**src/include/mv_remap_pkg.sv**
```systemverilog
// constants, carriers and register map of the motion vector remap stage
// What this block does
// - dual prime is taken as valid only in a P picture, never in an I or B picture.
// - in dual prime each field gets two predictions, paired like forward and backward, to be averaged.
// - dual prime takes one vector from the stream and derives the companion vector in hardware.
// - every dual prime prediction is rewritten as a forward plus backward field prediction.
// - frame dual prime puts same parity in slots [0][0] and [1][0], derived in [0][1] and [1][1], select 6h.
// - field dual prime puts same parity in [0][0], derived in [0][1], select bit 0 is parity, bit 1 its inverse.
// - an intra macroblock carries a vector only under concealment and forms no prediction from it.
// - an absent motion type means frame based in frame pictures and field based in field pictures.
// - a P macroblock with neither direction flagged gets a zero forward vector.
// - transmitted vectors fill payload slots in stream order.
// - any combined prediction is one forward slot vector paired with one backward slot vector.
// - slot [0][0] references forward, slot [0][1] backward, either of them the destination in a second field.
// - slot [1][0] references forward or destination only, slot [1][1] always the backward picture.
package mv_remap_pkg;
  typedef struct packed {
    logic signed [15:0] h;
    logic signed [15:0] v;
  } mv_t;

  typedef enum logic [1:0] {
    REF_NONE = 2'b00,
    REF_FIRST = 2'b01,
    REF_SECOND = 2'b10,
    REF_DEST = 2'b11
  } ref_t;

  typedef struct packed {
    logic [1:0] picStruct;
    logic [1:0] codingType;
    logic [1:0] motionType;
    logic motionTypePresent;
    logic forward;
    logic backward;
    logic intra;
    logic concealment;
    logic secondField;
    logic [3:0] vselIn;
    mv_t [3:0] mv;
    logic signed [1:0] dmvH;
    logic signed [1:0] dmvV;
  } mb_in_t;

  typedef struct packed {
    mv_t [3:0] mv;
    ref_t [3:0] refSel;
    logic [3:0] vsel;
    logic predict;
    logic dpError;
  } payload_t;

  localparam logic [1:0] PS_TOP = 2'h1;
  localparam logic [1:0] PS_BOT = 2'h2;
  localparam logic [1:0] PS_FRAME = 2'h3;
  localparam logic [1:0] PC_P = 2'h2;
  localparam logic [1:0] MT_FIELD = 2'h1;
  localparam logic [1:0] MT_FRAME = 2'h2;
  localparam logic [1:0] MT_16X8 = 2'h2;
  localparam logic [1:0] MT_DUAL = 2'h3;
  localparam logic [3:0] VSEL_FRAME_DUAL = 4'h6;
  localparam logic signed [15:0] DP_M_NEAR = 16'h0001;
  localparam logic signed [15:0] DP_M_FAR = 16'h0003;
  localparam logic signed [15:0] DP_E_UP = 16'hffff;
  localparam logic signed [15:0] DP_E_DOWN = 16'h0001;
  localparam logic signed [15:0] DP_E_ZERO = 16'h0000;

  localparam logic [11:0] REG_CTRL = 12'h000;
  localparam logic [11:0] REG_STATUS = 12'h004;
  localparam logic [11:0] REG_MB_COUNT = 12'h008;
  localparam logic [11:0] REG_DP_COUNT = 12'h00c;
  localparam int CTRL_EN_BIT = 0;
  localparam int ST_ERR_BIT = 0;
  localparam int ST_OUTV_BIT = 1;
  localparam logic CTRL_EN_RESET = 1'b1;
endpackage
```
**src/core/mv_remap.sv**
```systemverilog
// motion vector remap stage: macroblock vectors into thread payload slots
`timescale 1ns/1ps
`default_nettype none
module mv_remap
  import mv_remap_pkg::*;
(
  input wire logic clk,
  input wire logic rst_b,
  input wire logic psel,
  input wire logic penable,
  input wire logic pwrite,
  input wire logic [31:0] paddr,
  input wire logic [31:0] pwdata,
  output logic [31:0] prdata,
  output logic pready,
  output logic pslverr,
  input wire logic inValid,
  output logic inReady,
  input wire mb_in_t mbIn,
  output logic outValid,
  input wire logic outReady,
  output payload_t payload
);

  // ----------------------------------------------------------------
  // helpers
  // ----------------------------------------------------------------
  function automatic logic signed [15:0] dpComp(input logic signed [15:0] v,
                                                 input logic signed [15:0] m,
                                                 input logic signed [15:0] e,
                                                 input logic signed [1:0] d);
    logic signed [17:0] vx;
    logic signed [17:0] prod;
    vx = 18'(v);
    prod = vx * 18'(m);
    prod = prod + ((v > 16'sh0000) ? 18'sh00001 : 18'sh00000);
    prod = prod >>> 1;
    dpComp = 16'(prod + 18'(e) + 18'(d));
  endfunction

  function automatic mv_t dpVec(input mv_t v, input logic signed [15:0] m,
                                input logic signed [15:0] e,
                                input logic signed [1:0] dh, input logic signed [1:0] dv);
    mv_t r;
    r.h = dpComp(v.h, m, DP_E_ZERO, dh);
    r.v = dpComp(v.v, m, e, dv);
    dpVec = r;
  endfunction

  function automatic logic regHit(input logic [31:0] a, input logic [11:0] off);
    // only the low offset bits decode, so the map aliases upward
    regHit = (a[11:0] == off);
  endfunction

  // ----------------------------------------------------------------
  // register state
  // ----------------------------------------------------------------
  logic enable_q, enable_d;
  logic dpErr_q, dpErr_d;
  logic [31:0] mbCount_q, mbCount_d;
  logic [31:0] dpCount_q, dpCount_d;
  logic [31:0] prdata_q, prdata_d;
  logic pready_q, pready_d;
  logic pslverr_q, pslverr_d;
  logic inReady_q, inReady_d;
  logic outValid_q, outValid_d;
  payload_t payload_q, payload_d;

  logic accept;
  logic apbWrite;
  logic apbSetup;
  logic mapped;
  logic [31:0] readVal;
  payload_t mapped_pl;
  logic isDual;

  assign accept = inValid && inReady_q;
  assign apbSetup = psel && penable && !pready_q;
  assign apbWrite = psel && penable && pready_q && pwrite;

  // ----------------------------------------------------------------
  // vector mapping
  // ----------------------------------------------------------------
  always_comb begin
    logic [1:0] mt;
    logic isFrame;
    logic isBot;
    logic [2:0] k;
    mt = 2'h0;
    isFrame = 1'b0;
    isBot = 1'b0;
    k = 3'h0;
    mapped_pl = '0;
    isDual = 1'b0;
    isFrame = (mbIn.picStruct == PS_FRAME);
    isBot = (mbIn.picStruct == PS_BOT);
    mt = mbIn.motionTypePresent ? mbIn.motionType : (isFrame ? MT_FRAME : MT_FIELD);
    if (mbIn.intra) begin
      // vector kept for concealment only, no reference attached
      if (mbIn.concealment) begin
        mapped_pl.mv[0] = mbIn.mv[0];
      end
    end else if (mbIn.codingType == PC_P && !mbIn.forward && !mbIn.backward) begin
      mapped_pl.predict = 1'b1;
      mapped_pl.refSel[0] = REF_FIRST;
      mapped_pl.vsel[0] = isBot;
    end else if (mt == MT_DUAL) begin
      if (mbIn.codingType != PC_P || !mbIn.forward) begin
        // dual prime outside a P picture is dropped and flagged
        mapped_pl.dpError = 1'b1;
      end else begin
        isDual = 1'b1;
        mapped_pl.predict = 1'b1;
        mapped_pl.mv[0] = mbIn.mv[0];
        mapped_pl.refSel[0] = REF_FIRST;
        mapped_pl.refSel[1] = REF_SECOND;
        if (isFrame) begin
          mapped_pl.mv[2] = mbIn.mv[0];
          mapped_pl.mv[1] = dpVec(mbIn.mv[0], DP_M_NEAR, DP_E_UP, mbIn.dmvH, mbIn.dmvV);
          mapped_pl.mv[3] = dpVec(mbIn.mv[0], DP_M_FAR, DP_E_DOWN, mbIn.dmvH, mbIn.dmvV);
          mapped_pl.refSel[2] = REF_FIRST;
          mapped_pl.refSel[3] = REF_SECOND;
          mapped_pl.vsel = VSEL_FRAME_DUAL;
        end else begin
          mapped_pl.mv[1] = dpVec(mbIn.mv[0], DP_M_NEAR, isBot ? DP_E_DOWN : DP_E_UP,
                                  mbIn.dmvH, mbIn.dmvV);
          mapped_pl.vsel[0] = isBot;
          mapped_pl.vsel[1] = !isBot;
        end
      end
    end else begin
      mapped_pl.predict = 1'b1;
      // two vectors per direction for field in frame and for 16x8
      if ((isFrame && mt == MT_FIELD) || (!isFrame && mt == MT_16X8)) begin
        if (mbIn.forward) begin
          mapped_pl.mv[0] = mbIn.mv[k];
          mapped_pl.mv[2] = mbIn.mv[k + 3'h1];
          mapped_pl.refSel[0] = REF_FIRST;
          mapped_pl.refSel[2] = REF_FIRST;
          mapped_pl.vsel[0] = mbIn.vselIn[0];
          mapped_pl.vsel[2] = mbIn.vselIn[2];
          k = k + 3'h2;
        end
        if (mbIn.backward) begin
          mapped_pl.mv[1] = mbIn.mv[k];
          mapped_pl.mv[3] = mbIn.mv[k + 3'h1];
          mapped_pl.refSel[1] = REF_SECOND;
          mapped_pl.refSel[3] = REF_SECOND;
          mapped_pl.vsel[1] = mbIn.vselIn[1];
          mapped_pl.vsel[3] = mbIn.vselIn[3];
        end
      end else begin
        if (mbIn.forward) begin
          mapped_pl.mv[0] = mbIn.mv[k];
          mapped_pl.refSel[0] = REF_FIRST;
          mapped_pl.vsel[0] = mbIn.vselIn[0];
          k = k + 3'h1;
        end
        if (mbIn.backward) begin
          mapped_pl.mv[1] = mbIn.mv[k];
          mapped_pl.refSel[1] = REF_SECOND;
          mapped_pl.vsel[1] = mbIn.vselIn[1];
        end
      end
    end
    // second field of a field picture may point at its own first field
    if (!isFrame && mbIn.secondField && mbIn.codingType == PC_P) begin
      if (mapped_pl.refSel[0] != REF_NONE && mapped_pl.vsel[0] != isBot) begin
        mapped_pl.refSel[0] = REF_DEST;
      end
      if (mapped_pl.refSel[1] != REF_NONE && mapped_pl.vsel[1] != isBot) begin
        mapped_pl.refSel[1] = REF_DEST;
      end
      if (mapped_pl.refSel[2] != REF_NONE && mapped_pl.vsel[2] != isBot) begin
        mapped_pl.refSel[2] = REF_DEST;
      end
    end
  end

  // ----------------------------------------------------------------
  // stream handshake
  // ----------------------------------------------------------------
  always_comb begin
    payload_d = payload_q;
    outValid_d = outValid_q && !outReady;
    if (accept) begin
      payload_d = mapped_pl;
      outValid_d = 1'b1;
    end
    // ready is registered, so a beat only enters an empty stage
    inReady_d = enable_q && !outValid_d;
  end

  always_ff @(posedge clk) begin
    if (!rst_b) begin
      inReady_q <= 1'b0;
      outValid_q <= 1'b0;
      payload_q <= '0;
    end else begin
      inReady_q <= inReady_d;
      outValid_q <= outValid_d;
      payload_q <= payload_d;
    end
  end

  // ----------------------------------------------------------------
  // register file
  // ----------------------------------------------------------------
  always_comb begin
    mapped = 1'b1;
    readVal = 32'h0000_0000;
    if (regHit(paddr, REG_CTRL)) begin
      readVal[CTRL_EN_BIT] = enable_q;
    end else if (regHit(paddr, REG_STATUS)) begin
      readVal[ST_ERR_BIT] = dpErr_q;
      readVal[ST_OUTV_BIT] = outValid_q;
    end else if (regHit(paddr, REG_MB_COUNT)) begin
      readVal = mbCount_q;
    end else if (regHit(paddr, REG_DP_COUNT)) begin
      readVal = dpCount_q;
    end else begin
      mapped = 1'b0;
    end
  end

  // ----------------------------------------------------------------
  // apb answer
  // ----------------------------------------------------------------
  // one wait state keeps the read mux off the pready path
  always_comb begin
    prdata_d = prdata_q;
    pslverr_d = pslverr_q;
    pready_d = apbSetup;
    if (apbSetup) begin
      prdata_d = pwrite ? 32'h0000_0000 : readVal;
      pslverr_d = !mapped;
    end else begin
      pslverr_d = 1'b0;
    end
  end

  always_ff @(posedge clk) begin
    if (!rst_b) begin
      prdata_q <= 32'h0000_0000;
      pready_q <= 1'b0;
      pslverr_q <= 1'b0;
    end else begin
      prdata_q <= prdata_d;
      pready_q <= pready_d;
      pslverr_q <= pslverr_d;
    end
  end

  // ----------------------------------------------------------------
  // control and counters
  // ----------------------------------------------------------------
  always_comb begin
    enable_d = enable_q;
    dpErr_d = dpErr_q;
    mbCount_d = mbCount_q;
    dpCount_d = dpCount_q;
    if (apbWrite && mapped && regHit(paddr, REG_CTRL)) begin
      enable_d = pwdata[CTRL_EN_BIT];
    end
    if (apbWrite && mapped && regHit(paddr, REG_STATUS) && pwdata[ST_ERR_BIT]) begin
      dpErr_d = 1'b0;
    end
    // a new error in the clearing cycle stays set
    if (accept && mapped_pl.dpError) begin
      dpErr_d = 1'b1;
    end
    // counters wrap silently, software works with differences
    if (accept) begin
      mbCount_d = mbCount_q + 32'h0000_0001;
    end
    if (accept && isDual) begin
      dpCount_d = dpCount_q + 32'h0000_0001;
    end
  end

  always_ff @(posedge clk) begin
    if (!rst_b) begin
      enable_q <= CTRL_EN_RESET;
      dpErr_q <= 1'b0;
      mbCount_q <= 32'h0000_0000;
      dpCount_q <= 32'h0000_0000;
    end else begin
      enable_q <= enable_d;
      dpErr_q <= dpErr_d;
      mbCount_q <= mbCount_d;
      dpCount_q <= dpCount_d;
    end
  end

  assign prdata = prdata_q;
  assign pready = pready_q;
  assign pslverr = pslverr_q;
  assign inReady = inReady_q;
  assign outValid = outValid_q;
  assign payload = payload_q;

endmodule
`default_nettype wire

```
**config.mk**
```make
export PLATFORM = sky130hd
export DESIGN_NAME = mv_remap
export DESIGN_NICKNAME = d
export VERILOG_FILES = /design/src/include/mv_remap_pkg.sv /design/src/core/mv_remap.sv
export SDC_FILE = /design/constraint.sdc
export NUM_CORES = 1
export LEC_CHECK = 0
export BUFFER_PORTS_ARGS = -buffer_cell sky130_fd_sc_hd__buf_2
export CAP_MARGIN = 20
export CELL_PAD_IN_SITES_DETAIL_PLACEMENT = 1
export CELL_PAD_IN_SITES_GLOBAL_PLACEMENT = 1
export CORE_MARGIN = 5
export CORE_UTILIZATION = 40
export CTS_CLUSTER_SIZE = 12
export DETAILED_ROUTE_END_ITERATION = 8
export PLACE_DENSITY = 0.78
export REMOVE_ABC_BUFFERS = 1
export SYNTH_ARGS = -nofsm -noshare
export SYNTH_HDL_FRONTEND = slang
export SYNTH_SLANG_ARGS = --single-unit
```
**constraint.sdc**
```tcl
create_clock -name clk -period 6.06 [get_ports clk]
set_input_delay 0.909 -clock clk [delete_from_list [all_inputs] [get_ports clk]]
set_output_delay 0.909 -clock clk [all_outputs]
set_load 0.005 [all_outputs]
```
======== Yosys cells after proc, flatten, opt, wreduce, memory -nomap -nowiden ========
Cells that the tools add are included.
cells by class
  add/subtract/negate cells ............... 15
  multiply operators ...................... 2
  magnitude comparators ................... 5
  equal/unequal tests ..................... 13
  muxes and demuxes ....................... 76
  reduce and logical (&&, ||, !) cells .... 38
operator list
  cell                   count
  $mux 32                13
  $mux 141               2
  $bmux 32 s2            3
  $mux 64                3
  $mux 134               1
  $mux 96                1
  $add 16x2->16          5
  $add 32x1->32 const B  2
  $add 16x2->17          2
  $add 17x2->17          2
  $mul 16x3->17 const B  2
  $gt 16x1->1 const B    2
  $mux 16                2
  $mux 31                1
  $mux 30                1
  $mux 3                 9
  $eq 12x4->1 const B    2
  $mux 1                 24
  $mux 2                 12
  $logic_and 1x1->1      22
  $add 16x1->16 const B  1
  $add 16x16->16         1
  $add 16x2->16 const B  1
  $mux 14                1
  14 further kinds       34
word-level totals
  flip-flop bits (word level) ............. 244
  input port bits ......................... 219
  output and inout port bits .............. 178
  logic and storage cells ................. 173

======== Depth between registers and ports, before layout ========
Gate-level depths: netlist of the first run.
  word-level depth ........................ 22
  mapped depth ............................ 23
  mapped depth without buffers ............ 21

======== Least setup slack after synthesis of the first run ========
No wires, ideal clock.
  kind .................................... input-to-reg
  from .................................... input mbIn[19] (netlist name)
  to ...................................... register payload_q (netlist bit payload[57])
  library setup time ...................... 128 ps
  arrival time ............................ 4722 ps
  required time ........................... 5932 ps
  path slack .............................. 1211 ps
  stages .................................. 19
  buffers on the path ..................... 1
  cell sequence ........................... clkbuf_1 > inv_1 > ha_1 > nand4_1 > nor2_1 > nor3_1 > ha_1 > and4_1 > xnor2_1 > fa_1 > ha_1 > or2_2 > o31ai_1 > o21ai_0 > or2_2 > xnor2_1 > o21ai_0 > a221oi_1 > nor2_1
on the way
  word-level cells in the longest chain between the ends .. 10
  elaborated cells on any way between the ends .. 12
  those cells by class .................... 5 x add/sub; 1 x order compare; 6 x mux
ends and longest elaborated chain
  element                                                 RTL line         text
  from (decl)                                             mv_remap.sv:19   input wire mb_in_t mbIn,
  $gt 16x1->1 (*)                                         mv_remap.sv:36   prod = prod + ((v > 16'sh0000) ? 18'sh00001 : 18'sh00000);
  $mux 1 (*)                                              mv_remap.sv:36
  $add 16x2->17 (*)                                       mv_remap.sv:36
  $add 16x16->16 / $add 16x1->16 (equally long branches)  mv_remap.sv:38   dpComp = 16'(prod + 18'(e) + 18'(d));
  $add 16x2->16                                           mv_remap.sv:38
  $mux 16 (*)                                             mv_remap.sv:117  if (isFrame) begin
  $mux 141 (*)                                            mv_remap.sv:108  if (mbIn.codingType != PC_P || !mbIn.forward) begin
  $mux 141 (*)                                            mv_remap.sv:107  end else if (mt == MT_DUAL) begin
  $mux 134 (*)                                            mv_remap.sv:103  end else if (mbIn.codingType == PC_P && !mbIn.forward && !mbIn.backward) begin
  $mux 96 (*)                                             mv_remap.sv:98   if (mbIn.intra) begin
  to (signal assigned)                                    mv_remap.sv:202  payload_q <= payload_d;
  to (decl)                                               mv_remap.sv:67   payload_t payload_q, payload_d;
Every way passes the cells marked *; elsewhere a longest branch is shown, timed or not.
A chain may end at the register's enable or synchronous reset.

======== Worst setup path after layout of the first run ========
  from .................................... input mbIn[4] (netlist name)
  to ...................................... register payload_q (netlist bit payload[125])
on the way
  word-level cells in the longest chain between the ends .. 10
  elaborated cells on any way between the ends .. 11
  those cells by class .................... 3 x add/sub; 1 x mul; 1 x order compare; 6 x mux
ends and longest elaborated chain
  element                                                                RTL line
  parallel branches: the longest is 2 deep, another holds $mul 16x3->17  --
  $add 17x2->17 (*)                                                      mv_remap.sv:36
  $add 16x2->16 (*) (2 in a row)                                         mv_remap.sv:38
  $mux 64 (*)                                                            mv_remap.sv:117
  $mux 141 (*)                                                           mv_remap.sv:108
  $mux 141 (*)                                                           mv_remap.sv:107
  $mux 134 (*)                                                           mv_remap.sv:103
  $mux 96 (*)                                                            mv_remap.sv:98
Every way passes the cells marked *.

==> flow_metrics.tcl, run 1 <==
set metrics [dict create \
    syn2layout_area_growth_pct 18.6 \
    ys_ff_latch 243 \
    drt_iter0_drc 1013 \
    core_area_um2 43300 \
    r2r_start "inReady$_SDFF_PN0_" \
    cts.path.max_buffers 3 \
    die_x_um 219 \
    routedWlPerCell_um 22.2 \
    grtUsageTotal 0.278 \
    arrival_ns 5.55 \
    worst-r2r-setup-slack_ns 3.13 \
    pwr-share-seq 0.333 \
    multi_input_area_um2 11900 \
    fin_crit_sh 0.839 \
    slew_viol_final 0 \
    crit_chain "buf_2 > inv_1 > ha_1 > nand4_1 > nor2_1 > nor3_1 > buf_4 > ha_1 > a211oi_1 > nor2_1 > o41a_1 > a21o_1 > a211oi_1 > nor2_1 > ha_1 > a21o_1 > a21o_1 > a21oi_1 > nand2_1 > o31ai_1 > xnor2_1 > xor2_1 > o21ai_1" \
    synth_common_cells "nor2_1 (346), dfxtp_1 (243), a21oi_1 (195), ha_1 (182), nand2_1 (160)" \
    synth_cells 2219 \
    synthArstFlopShare 0 \
    overflow 0 \
    status "finished clean" \
    grt_pass1_vias 18981 \
    fp-row-count 76 \
    layout-drive-gt1-share 0.180 \
    cts_buffers 29 \
    fillers 5404 \
    cts_tree "built" \
    finalSetupViolations 0 \
    hold_viol_final 0 \
    place_ws_ns 0.501 \
    die_area_um2 48100 \
    hold_path_class "register to register" \
    regArea_um2 4860 \
    period_needed_ns 5.09 \
    synth_area_leader_cell "dfxtp_1" \
    dieHeight_um 219 \
    num_io_pins 397 \
    post_cts_buffers 0 \
    switching_share 0.346 \
    grt_pass1_wl_mm 107 \
    p_sw_mw 1.69 \
    finish.utilization 0.481 \
    synth_cell_types 74 \
    first_pass_iters 5 \
    max-slew-margin-rel 0.267 \
    power.internal_mw 3.19 \
    worst_pin_slew_ns 1.10 \
    seq_area_frac_synth 0.277 \
    cap_violations 0 \
    drc 0 \
    r2r_cells 8 \
    root_buffer "clkbuf_16" \
    synthesis.area_um2 17500 \
    p_clk_frac 0.345 \
    vias 17819 \
    yosys.area.top_type_share 0.277 \
    grt_start_max_net_pins 105 \
    cts_hold_buf 0 \
    critPathSlowestCell "o31ai_1" \
    crit_path_max_incr_delay_ns 0.39 \
    antenna_found_initial 1 \
    start_util 0.405 \
    place.gp.congestion 0.935 \
    yosysMostFrequentCell "nor2_1" \
    numPortBuffers 344 \
    cts_resized 0 \
    critPathKind "primary input to register" \
    synth-edff-count 0 \
    tns_ns 0 \
    fmax_ghz 0.197 \
    hold_depth 2 \
    skew_ns 0.0143 \
    numClockSinks 243 \
    worst_slack_ns 0.974 \
    vias_per_cell 5.70 \
    cp-end-kind "register" \
    synth_ff_type "dfxtp_1" \
    rsz0062_at_grt "no" \
    power.density_nw_per_um2 234 \
    clock_latency_ns 0.58 \
    hpwl_mm 52.2 \
    drt-total-wl_mm 69.3 \
    worst-path-max-fanout 7 \
    yosysWarnings 0 \
    leakagePower_nw 9.27 \
    cp-start-kind "primary input" \
    combPwrFrac 0.322 \
    htreeDepth 1 \
    critPathLaunch "mbIn[4]" \
    syn_avg_cell_area_um2 7.90 \
    clk_pin_slew_ns 0.06 \
    min_from "payload[68]$_SDFFE_PN0P_" \
    yosys-top-cells-area "dfxtp_1 (28%), ha_1 (13%), nor2_1 (7.4%), a21oi_1 (5.6%), xnor2_1 (5.0%)" \
    worst_ir_drop_vdd_v 0.000204 \
    cp_data_required_time_ns 6.52 \
    drtAntennaViolNets 0 \
    nets 2941 \
]
-- critical path: cells and delay by family --
kind,cells,cell delay (ns)
XOR/XNOR,2,0.47
AO/OA/AOI/OAI,9,2.21
buffers and inverters,3,0.43
AND/OR/NAND/NOR,6,0.68
adder cells (fa/ha/maj),3,0.84
-- sequential cells by signal, summed over array words and instances, names as in the netlist --
signal	count
mbCount_q	32
enable_q	1
pready	1
pslverr	1
inReady	1
dpCount_q	32
prdata	32
outValid	1
payload	141
dpErr_q	1
-- per-stage QoR --
step	instances	hold slack [ns]	power, mW	instance area (µm²)
floorplan	2109	0.448	2.69	17100
global placement	3074	0.433	3.14	19900
detailed placement	3074	0.443	3.20	19900
CTS	3124	0.457	4.90	20800
global route	3126	0.471	5.12	20800
finish	3126	0.455	4.87	20800
-- cell type report --
cell class / count / area share
Antenna cell: 1 / 0.000120
Clock buffer: 45 / 0.0407
Clock inverter: 5 / 0.00186
Inverter: 112 / 0.0205
Multi-Input combinational cell: 1754 / 0.571
Sequential cell: 243 / 0.234
Tap cell: 585 / 0.0352
Timing Repair Buffer: 381 / 0.0969
-- power by group through the flow --
stage                     Combinational, mW  Clock, mW  Sequential [mW]
after floorplan                        1.03          0             1.66
after global placement                 1.49          0             1.66
after detailed placement               1.54          0             1.66
after CTS                              1.56       1.72             1.62
after global routing                   1.72       1.78             1.62
final                                  1.57       1.68             1.62
-- routing by layer --
layer	vias up	part of all wire	GRT usage
li1	8441	-	-
met1	8735	0.43	0.352
met2	523	0.47	0.482
met3	120	0.058	0.0450
met4	0	0.035	0.0948
met5	-	0	0
-- cells in the final DEF, fill, tap and decap left out, drive strengths merged, types with 18 or more instances in the layout --
cell type / n
a21o: 29
a21oi: 196
a22o: 18
a22oi: 115
and3: 29
buf: 381
clkbuf: 45
dfxtp: 243
fa: 19
ha: 182
inv: 114
mux2i: 47
nand2: 161
nand3: 49
nand4: 25
nor2: 346
nor3: 28
o21ai: 107
or3: 19
xnor2: 100
xor2: 68
-- cells by family (layout without fill, tap and decap cells) --
logic type                 after synthesis  in the layout  share of synthesized area
and+or+nand+nor                        728            728                      0.187
AOI/OAI and AO/OA                      606            606                      0.222
DFF                                    243            243                      0.277
buffers and inverters                  222            543                     0.0487
adders and majority gates              201            201                      0.152
xor gates and xnor gates               168            168                     0.0839
muxes                                   50             50                     0.0294
other                                    1              2                   0.000214
-- final timing paths --
path | end
hold / removal | payload[68]$_SDFFE_PN0P_
setup reg to reg | mbCount_q[25]$_SDFFE_PN0P_
setup / recovery | payload[125]$_SDFFE_PN0P_
hold reg to reg | payload[68]$_SDFFE_PN0P_
No activity file was read; power rests on OpenSTA's default activity.
==> run 2: changes to the inputs <==
--- a/config.mk
+++ b/config.mk
@@ -5,6 +5,7 @@
 export SDC_FILE = /design/constraint.sdc
 export NUM_CORES = 1
 export LEC_CHECK = 0
+export ABC_AREA = 1
 export BUFFER_PORTS_ARGS = -buffer_cell sky130_fd_sc_hd__buf_2
 export CAP_MARGIN = 20
 export CELL_PAD_IN_SITES_DETAIL_PLACEMENT = 1
@@ -13,7 +14,7 @@
 export CORE_UTILIZATION = 40
 export CTS_CLUSTER_SIZE = 12
 export DETAILED_ROUTE_END_ITERATION = 8
-export PLACE_DENSITY = 0.78
+export PLACE_DENSITY = 0.8
 export REMOVE_ABC_BUFFERS = 1
 export SYNTH_ARGS = -nofsm -noshare
 export SYNTH_HDL_FRONTEND = slang
==> constraint.sdc (replaced) <==
create_clock -name clk -period 4.9 [get_ports clk]
set_input_delay 0.735 -clock clk [delete_from_list [all_inputs] [get_ports clk]]
set_output_delay 0.735 -clock clk [all_outputs]
set_load 0.005 [all_outputs]
==> run 2 against run 1 <==
Largest cell class unchanged. Final cell count up 33%. Die area up 13%. Highest routed layer is now met5. Non-clock buffer count up 56.
==> flow_metrics.tcl, run 2 <==
set metrics [dict create \
    status "finished clean" \
    synth_cells 3105 \
    power.density_nw_per_um2 275 \
    die_area_um2 54500 \
    clk_pin_slew_ns 0.06 \
    synth_area_leader_cell "dfxtp_1" \
    rsz0062_at_grt "no" \
    grt_pass1_vias 23399 \
    critical-path-top-delay-family "adder cells" \
    leakagePower_nw 11.0 \
    combPwrFrac 0.339 \
    numPortBuffers 344 \
    period_needed_ns 4.24 \
    numClockSinks 243 \
    cp_data_required_time_ns 5.44 \
    grtUsageTotal 0.286 \
    grt_pass1_wl_mm 126 \
    synth_cell_types 56 \
    yosysWarnings 0 \
    syn_avg_cell_area_um2 6.43 \
    first_pass_iters 5 \
    pwr-share-seq 0.308 \
    drt_iter0_drc 1297 \
    switching_share 0.368 \
    place.gp.congestion 0.955 \
    worst_pin_slew_ns 1.07 \
    ys_ff_latch 243 \
    cts_buffers 31 \
    worst-path-max-fanout 4 \
    max-slew-margin-rel 0.286 \
    final_cell_mix "nand2_1 (881), buf_2 (343), a21oi_1 (329), inv_1 (315), dfxtp_1 (243)" \
    htreeDepth 1 \
    placed_cell_area_um2 22700 \
    cap_violations 0 \
    synthArstFlopShare 0 \
    largest_register_ffs 141 \
    num_io_pins 397 \
    core_area_um2 49200 \
    die_x_um 233 \
    skew_ns 0.0116 \
    grt_start_max_net_pins 121 \
    overflow 0 \
    drt-total-wl_mm 81.7 \
    yosysMostFrequentCell "nand2_1" \
    mostFrequentLayoutCell "nand2_1" \
    synth_ff_type "dfxtp_1" \
    antenna_found_initial 12 \
    cts_hold_buf 0 \
    seq_area_frac_synth 0.244 \
    power.internal_mw 4.13 \
    cp-start-kind "primary input" \
    crit_top_cell "nand3_1" \
    nets 3872 \
    layout-drive-gt1-share 0.159 \
    synth-edff-count 0 \
    dieHeight_um 233 \
    drtAntennaViolNets 0 \
    routedWlPerCell_um 19.7 \
    critPathKind "primary input to register" \
    fmax_ghz 0.236 \
    yosys-top-cells-area "dfxtp_1 (24%), nand2_1 (17%), ha_1 (11%), a21oi_1 (8.2%), inv_1 (5.9%)" \
    fin_crit_sh 0.866 \
    syn2layout_area_growth_pct 19.1 \
    critPathBufInv 7 \
    start_util 0.406 \
    slew_viol_final 0 \
    vias 22735 \
    cts_resized 0 \
    whs_ns 0.404 \
    finalSetupViolations 0 \
    cts.path.max_buffers 3 \
    design_area_um2 23800 \
    hpwl_mm 64.1 \
    crit_path_max_incr_delay_ns 0.51 \
    tns_ns 0 \
    drc 0 \
    post_cts_buffers 0 \
    hold_viol_final 0 \
    finish.utilization 0.484 \
    fp-row-count 81 \
    cp-end-kind "register" \
    arrival_ns 4.78 \
    yosys.area.top_type_share 0.244 \
    cts_tree "built" \
    critPathSlowestCell "fa_1" \
    vias_per_cell 5.48 \
    synthesis.area_um2 20000 \
    clock_latency_ns 0.61 \
    root_buffer "clkbuf_16" \
    p_sw_mw 2.41 \
    synth_common_cells "nand2_1 (882), a21oi_1 (329), inv_1 (315), dfxtp_1 (243), nand3_1 (202)" \
    worst_ir_drop_vdd_v 0.000273 \
    hold_path_class "primary input to register" \
    p_clk_frac 0.353 \
]
run 2: cell types whose count changed in the layout (fill, tap and decap cells not counted), sizes merged, moves of 28 or more:
| cell | before | now |
|---|---|---|
| xnor2 | 100 | 29 |
| nand3 | 49 | 207 |
| mux2i | 47 | 0 |
| o21ai | 107 | 198 |
| inv | 114 | 331 |
| and3 | 29 | 1 |
| a21oi | 196 | 329 |
| nand2 | 161 | 892 |
| buf | 381 | 437 |
| o211ai | 12 | 43 |
| nor2 | 346 | 217 |
| a22oi | 115 | 6 |
run 2: logic make-up (layout without fill, tap and decap cells):
logic type / Yosys count / count (layout) / share of synthesized area
fa+ha+maj: 201 / 201 / 0.133
xor+xnor: 102 / 102 / 0.0447
flops: 243 / 243 / 0.244
compound gates: 662 / 662 / 0.181
other cells: 1 / 9 / 0.000188
simple gates: 1438 / 1438 / 0.307
buf+inv: 458 / 828 / 0.0895
run 2: cell type report:
class	count	area (µm²)
Fill cell	6717	25400
Clock buffer	40	860
Tap cell	664	831
Multi-Input combinational cell	2404	13300
Antenna cell	8	20.0
Inverter	335	1270
Timing Repair Buffer	437	2450
Clock inverter	16	155
Sequential cell	243	4860
run 2: power by group through the flow:
| stage | clock [mW] | combinational, mW | sequential [mW] |
|---|---|---|---|
| global placement | 0 | 2.11 | 2.06 |
| CTS | 2.36 | 2.20 | 2.02 |
| floorplan | 0 | 1.42 | 2.06 |
| finish | 2.31 | 2.22 | 2.02 |
| detailed placement | 0 | 2.18 | 2.06 |
| global route | 2.44 | 2.48 | 2.02 |
run 2: worst min-delay path, stage by stage:
cell and delay (ns):
buf_2 0.09, nand3_1 0.07, a21oi_1 0.06
run 2: path summary, 6_finish.rpt:
check / startpoint / end / cells after the start / slack (ns)
max reg2reg: inReady$_SDFF_PN0_ / payload[16]$_SDFFE_PN0P_ / 8 / 2.42
min reg2reg: prdata[11]$_SDFFE_PN0P_ / prdata[11]$_SDFFE_PN0P_ / 2 / 0.46
max: mbIn[5] / payload[59]$_SDFFE_PN0P_ / 26 / 0.66
min: mbIn[135] / payload[5]$_SDFFE_PN0P_ / 3 / 0.40
run 2: stage by stage:
step	instances	setup WS, ns	total power, mW
after floorplan	2982	-0.538	3.48
after global placement	4082	0.147	4.17
after detailed placement	4082	0.0387	4.24
after CTS	4138	0.701	6.58
after global routing	4145	0.317	6.93
final	4147	0.657	6.55
run 2: metal layers:
layer | up-vias | share of wire | track usage
met5 | - | 0.00054 | 0
met2 | 639 | 0.47 | 0.482
li1 | 10949 | - | -
met1 | 10987 | 0.44 | 0.375
met3 | 152 | 0.066 | 0.0467
met4 | 8 | 0.033 | 0.0932
==> run 3: changes to the inputs <==
--- a/config.mk
+++ b/config.mk
@@ -14,7 +14,7 @@
 export CORE_UTILIZATION = 40
 export CTS_CLUSTER_SIZE = 12
 export DETAILED_ROUTE_END_ITERATION = 8
-export PLACE_DENSITY = 0.8
+export PLACE_DENSITY = 0.88
 export REMOVE_ABC_BUFFERS = 1
 export SYNTH_ARGS = -nofsm -noshare
 export SYNTH_HDL_FRONTEND = slang
==> constraint.sdc (replaced) <==
create_clock -name clk -period 4.9 [get_ports clk]
set_input_delay 0.735 -clock clk [delete_from_list [all_inputs] [get_ports clk]]
set_output_delay 0.735 -clock clk [all_outputs]
set_load 0.01 [all_outputs]
==> run 3 against run 2 <==
First-iteration DRC count increased by 6.2%. Wire length decreased by 1.9%. Combinational power decreased by 2%. Die area unchanged. Total power decreased by 3.3%. Worst setup slack got worse by 0.14 ns. Core utilization decreased by 0.86 points. Count of clock-buffer cells in the layout increased by 1. Clock power decreased by 7%.
==> flow_metrics.tcl, run 3 (same netlist as run 2, synthesis figures left out) <==
set metrics [dict create \
    placed_cell_area_um2 22400 \
    htreeDepth 1 \
    arrival_ns 4.91 \
    cts_tree "built" \
    slew_viol_final 0 \
    fmax_ghz 0.228 \
    root_buffer "clkbuf_16" \
    dieHeight_um 233 \
    period_needed_ns 4.38 \
    drtAntennaViolNets 0 \
    clk_pin_slew_ns 0.06 \
    nets 3826 \
    antenna_found_initial 13 \
    hpwl_mm 61.2 \
    die_x_um 233 \
    die_area_um2 54500 \
    final_cell_mix "nand2_1 (881), buf_2 (343), a21oi_1 (329), inv_1 (315), dfxtp_1 (243)" \
    core_area_um2 49200 \
    worst-r2r-setup-slack_ns 2.30 \
    routedWlPerCell_um 19.6 \
    dp_cells 4038 \
    fillers 6700 \
    max-slew-margin-rel 0.242 \
    cts_resized 0 \
    syn2layout_area_growth_pct 17.0 \
    place.gp.congestion 0.930 \
    stdcell_count 4102 \
    cts_hold_buf 0 \
    clock_latency_ns 0.60 \
    design_area_um2 23400 \
    rsz0062_at_grt "no" \
    r2r_cells 8 \
    hold_path_class "primary input to register" \
    rr_endpoint "payload[127]$_SDFFE_PN0P_" \
    cts.path.max_buffers 3 \
    numPortBuffers 344 \
    drt-total-wl_mm 80.2 \
    start_util 0.406 \
    hold_viol_final 0 \
    worst-path-max-fanout 5 \
    post_cts_buffers 0 \
    drt_iter0_drc 1378 \
    r2r_start "inReady$_SDFF_PN0_" \
    layout-drive-gt1-share 0.148 \
    cp-start-kind "primary input" \
    grtUsageTotal 0.278 \
    overflow 0 \
    status "finished clean" \
    mostFrequentLayoutCell "nand2_1" \
    leakagePower_nw 10.8 \
    finalSetupViolations 0 \
    cap_violations 0 \
    critPathKind "primary input to register" \
    grt_pass1_vias 23045 \
    largest_register_ffs 141 \
    min_from "mbIn[135]" \
    cts_buffers 29 \
    hold_depth 3 \
    finish.utilization 0.475 \
    drc 0 \
    grt_start_max_net_pins 112 \
    vias 22619 \
    fp-row-count 81 \
    worst_pin_slew_ns 1.13 \
    first_pass_iters 5 \
    grt_pass1_wl_mm 123 \
    hold_path_end "payload[5]$_SDFFE_PN0P_" \
    total_power_mw 6.33 \
    cp-end-kind "register" \
    cp_data_required_time_ns 5.43 \
    numClockSinks 243 \
    worst_ir_drop_vdd_v 0.000274 \
    fin_crit_sh 0.894 \
    skew_ns 0.00883 \
    power.density_nw_per_um2 271 \
    vias_per_cell 5.51 \
    num_io_pins 397 \
]
## run 3: worst max-delay path by stage
stage                         from                   endpoint  slack (ns)  cells after the start
final                      mbIn[8]   payload[60]$_SDFFE_PN0P_        0.52                     26
after CTS                 mbIn[12]   payload[60]$_SDFFE_PN0P_        0.58                     26
after floorplan            inValid  payload[139]$_SDFFE_PN0P_       -0.54                      9
after global placement     mbIn[4]   payload[60]$_SDFFE_PN0P_        0.13                     27
after global routing       mbIn[8]   payload[60]$_SDFFE_PN0P_        0.25                     27
after detailed placement  mbIn[12]   payload[60]$_SDFFE_PN0P_       -0.04                     27
## run 3: cell type report
| cell class | instances | area (µm²) | share of cell area |
|---|---|---|---|
| inverters | 335 | 1270 | 0.0543 |
| clock buffers | 41 | 851 | 0.0364 |
| diodes | 9 | 22.5 | 0.000964 |
| clock inverters | 13 | 82.6 | 0.00354 |
| repair buffers | 393 | 2110 | 0.0904 |
| flip-flops and latches | 243 | 4860 | 0.208 |
| multi-input cells | 2404 | 13300 | 0.571 |
| well taps | 664 | 831 | 0.0356 |
## run 3: through the flow
| step | TNS [ns] | hold WS, ns | setup slack, ns |
|---|---|---|---|
| after floorplan | -38.31 | 0.423 | -0.535 |
| after global placement | 0 | 0.450 | 0.131 |
| after detailed placement | -0.0395 | 0.454 | -0.0395 |
| after CTS | 0 | 0.376 | 0.584 |
| after global routing | 0 | 0.402 | 0.247 |
| final | 0 | 0.411 | 0.519 |
## run 3: power by group
| group | switching (mW) | internal (mW) | leakage [nW] |
|---|---|---|---|
| Clock | 0.935 | 1.21 | 0.473 |
| Combinational | 1.42 | 0.754 | 8.35 |
| Sequential | 0.0141 | 2.00 | 1.96 |
## run 3: critical path: stages
cell and delay (ns):
buf_2 0.11, inv_1 0.18, ha_1 0.19, nand4_1 0.08, or2_2 0.30, nand3_1 0.15
inv_1 0.08, ha_1 0.21, nand2_1 0.21, nor2_2 0.11, nand2_1 0.09, xor2_1 0.23
inv_1 0.14, fa_1 0.48, ha_1 0.39, nand2_1 0.15, inv_1 0.05, a21oi_1 0.25
nor2_1 0.08, nor2_1 0.14, nand3_1 0.09, nand3_1 0.09, nand3_1 0.09, nand2_1 0.09
nand2_1 0.05, a21oi_1 0.14
## run 3: routing by layer
| metal | share of wire | vias to the layer above | track usage |
|---|---|---|---|
| li1 | - | 10892 | - |
| met1 | 0.42 | 10836 | 0.352 |
| met2 | 0.47 | 711 | 0.471 |
| met3 | 0.069 | 174 | 0.0497 |
| met4 | 0.041 | 6 | 0.111 |
| met5 | 0.00046 | - | 0 |
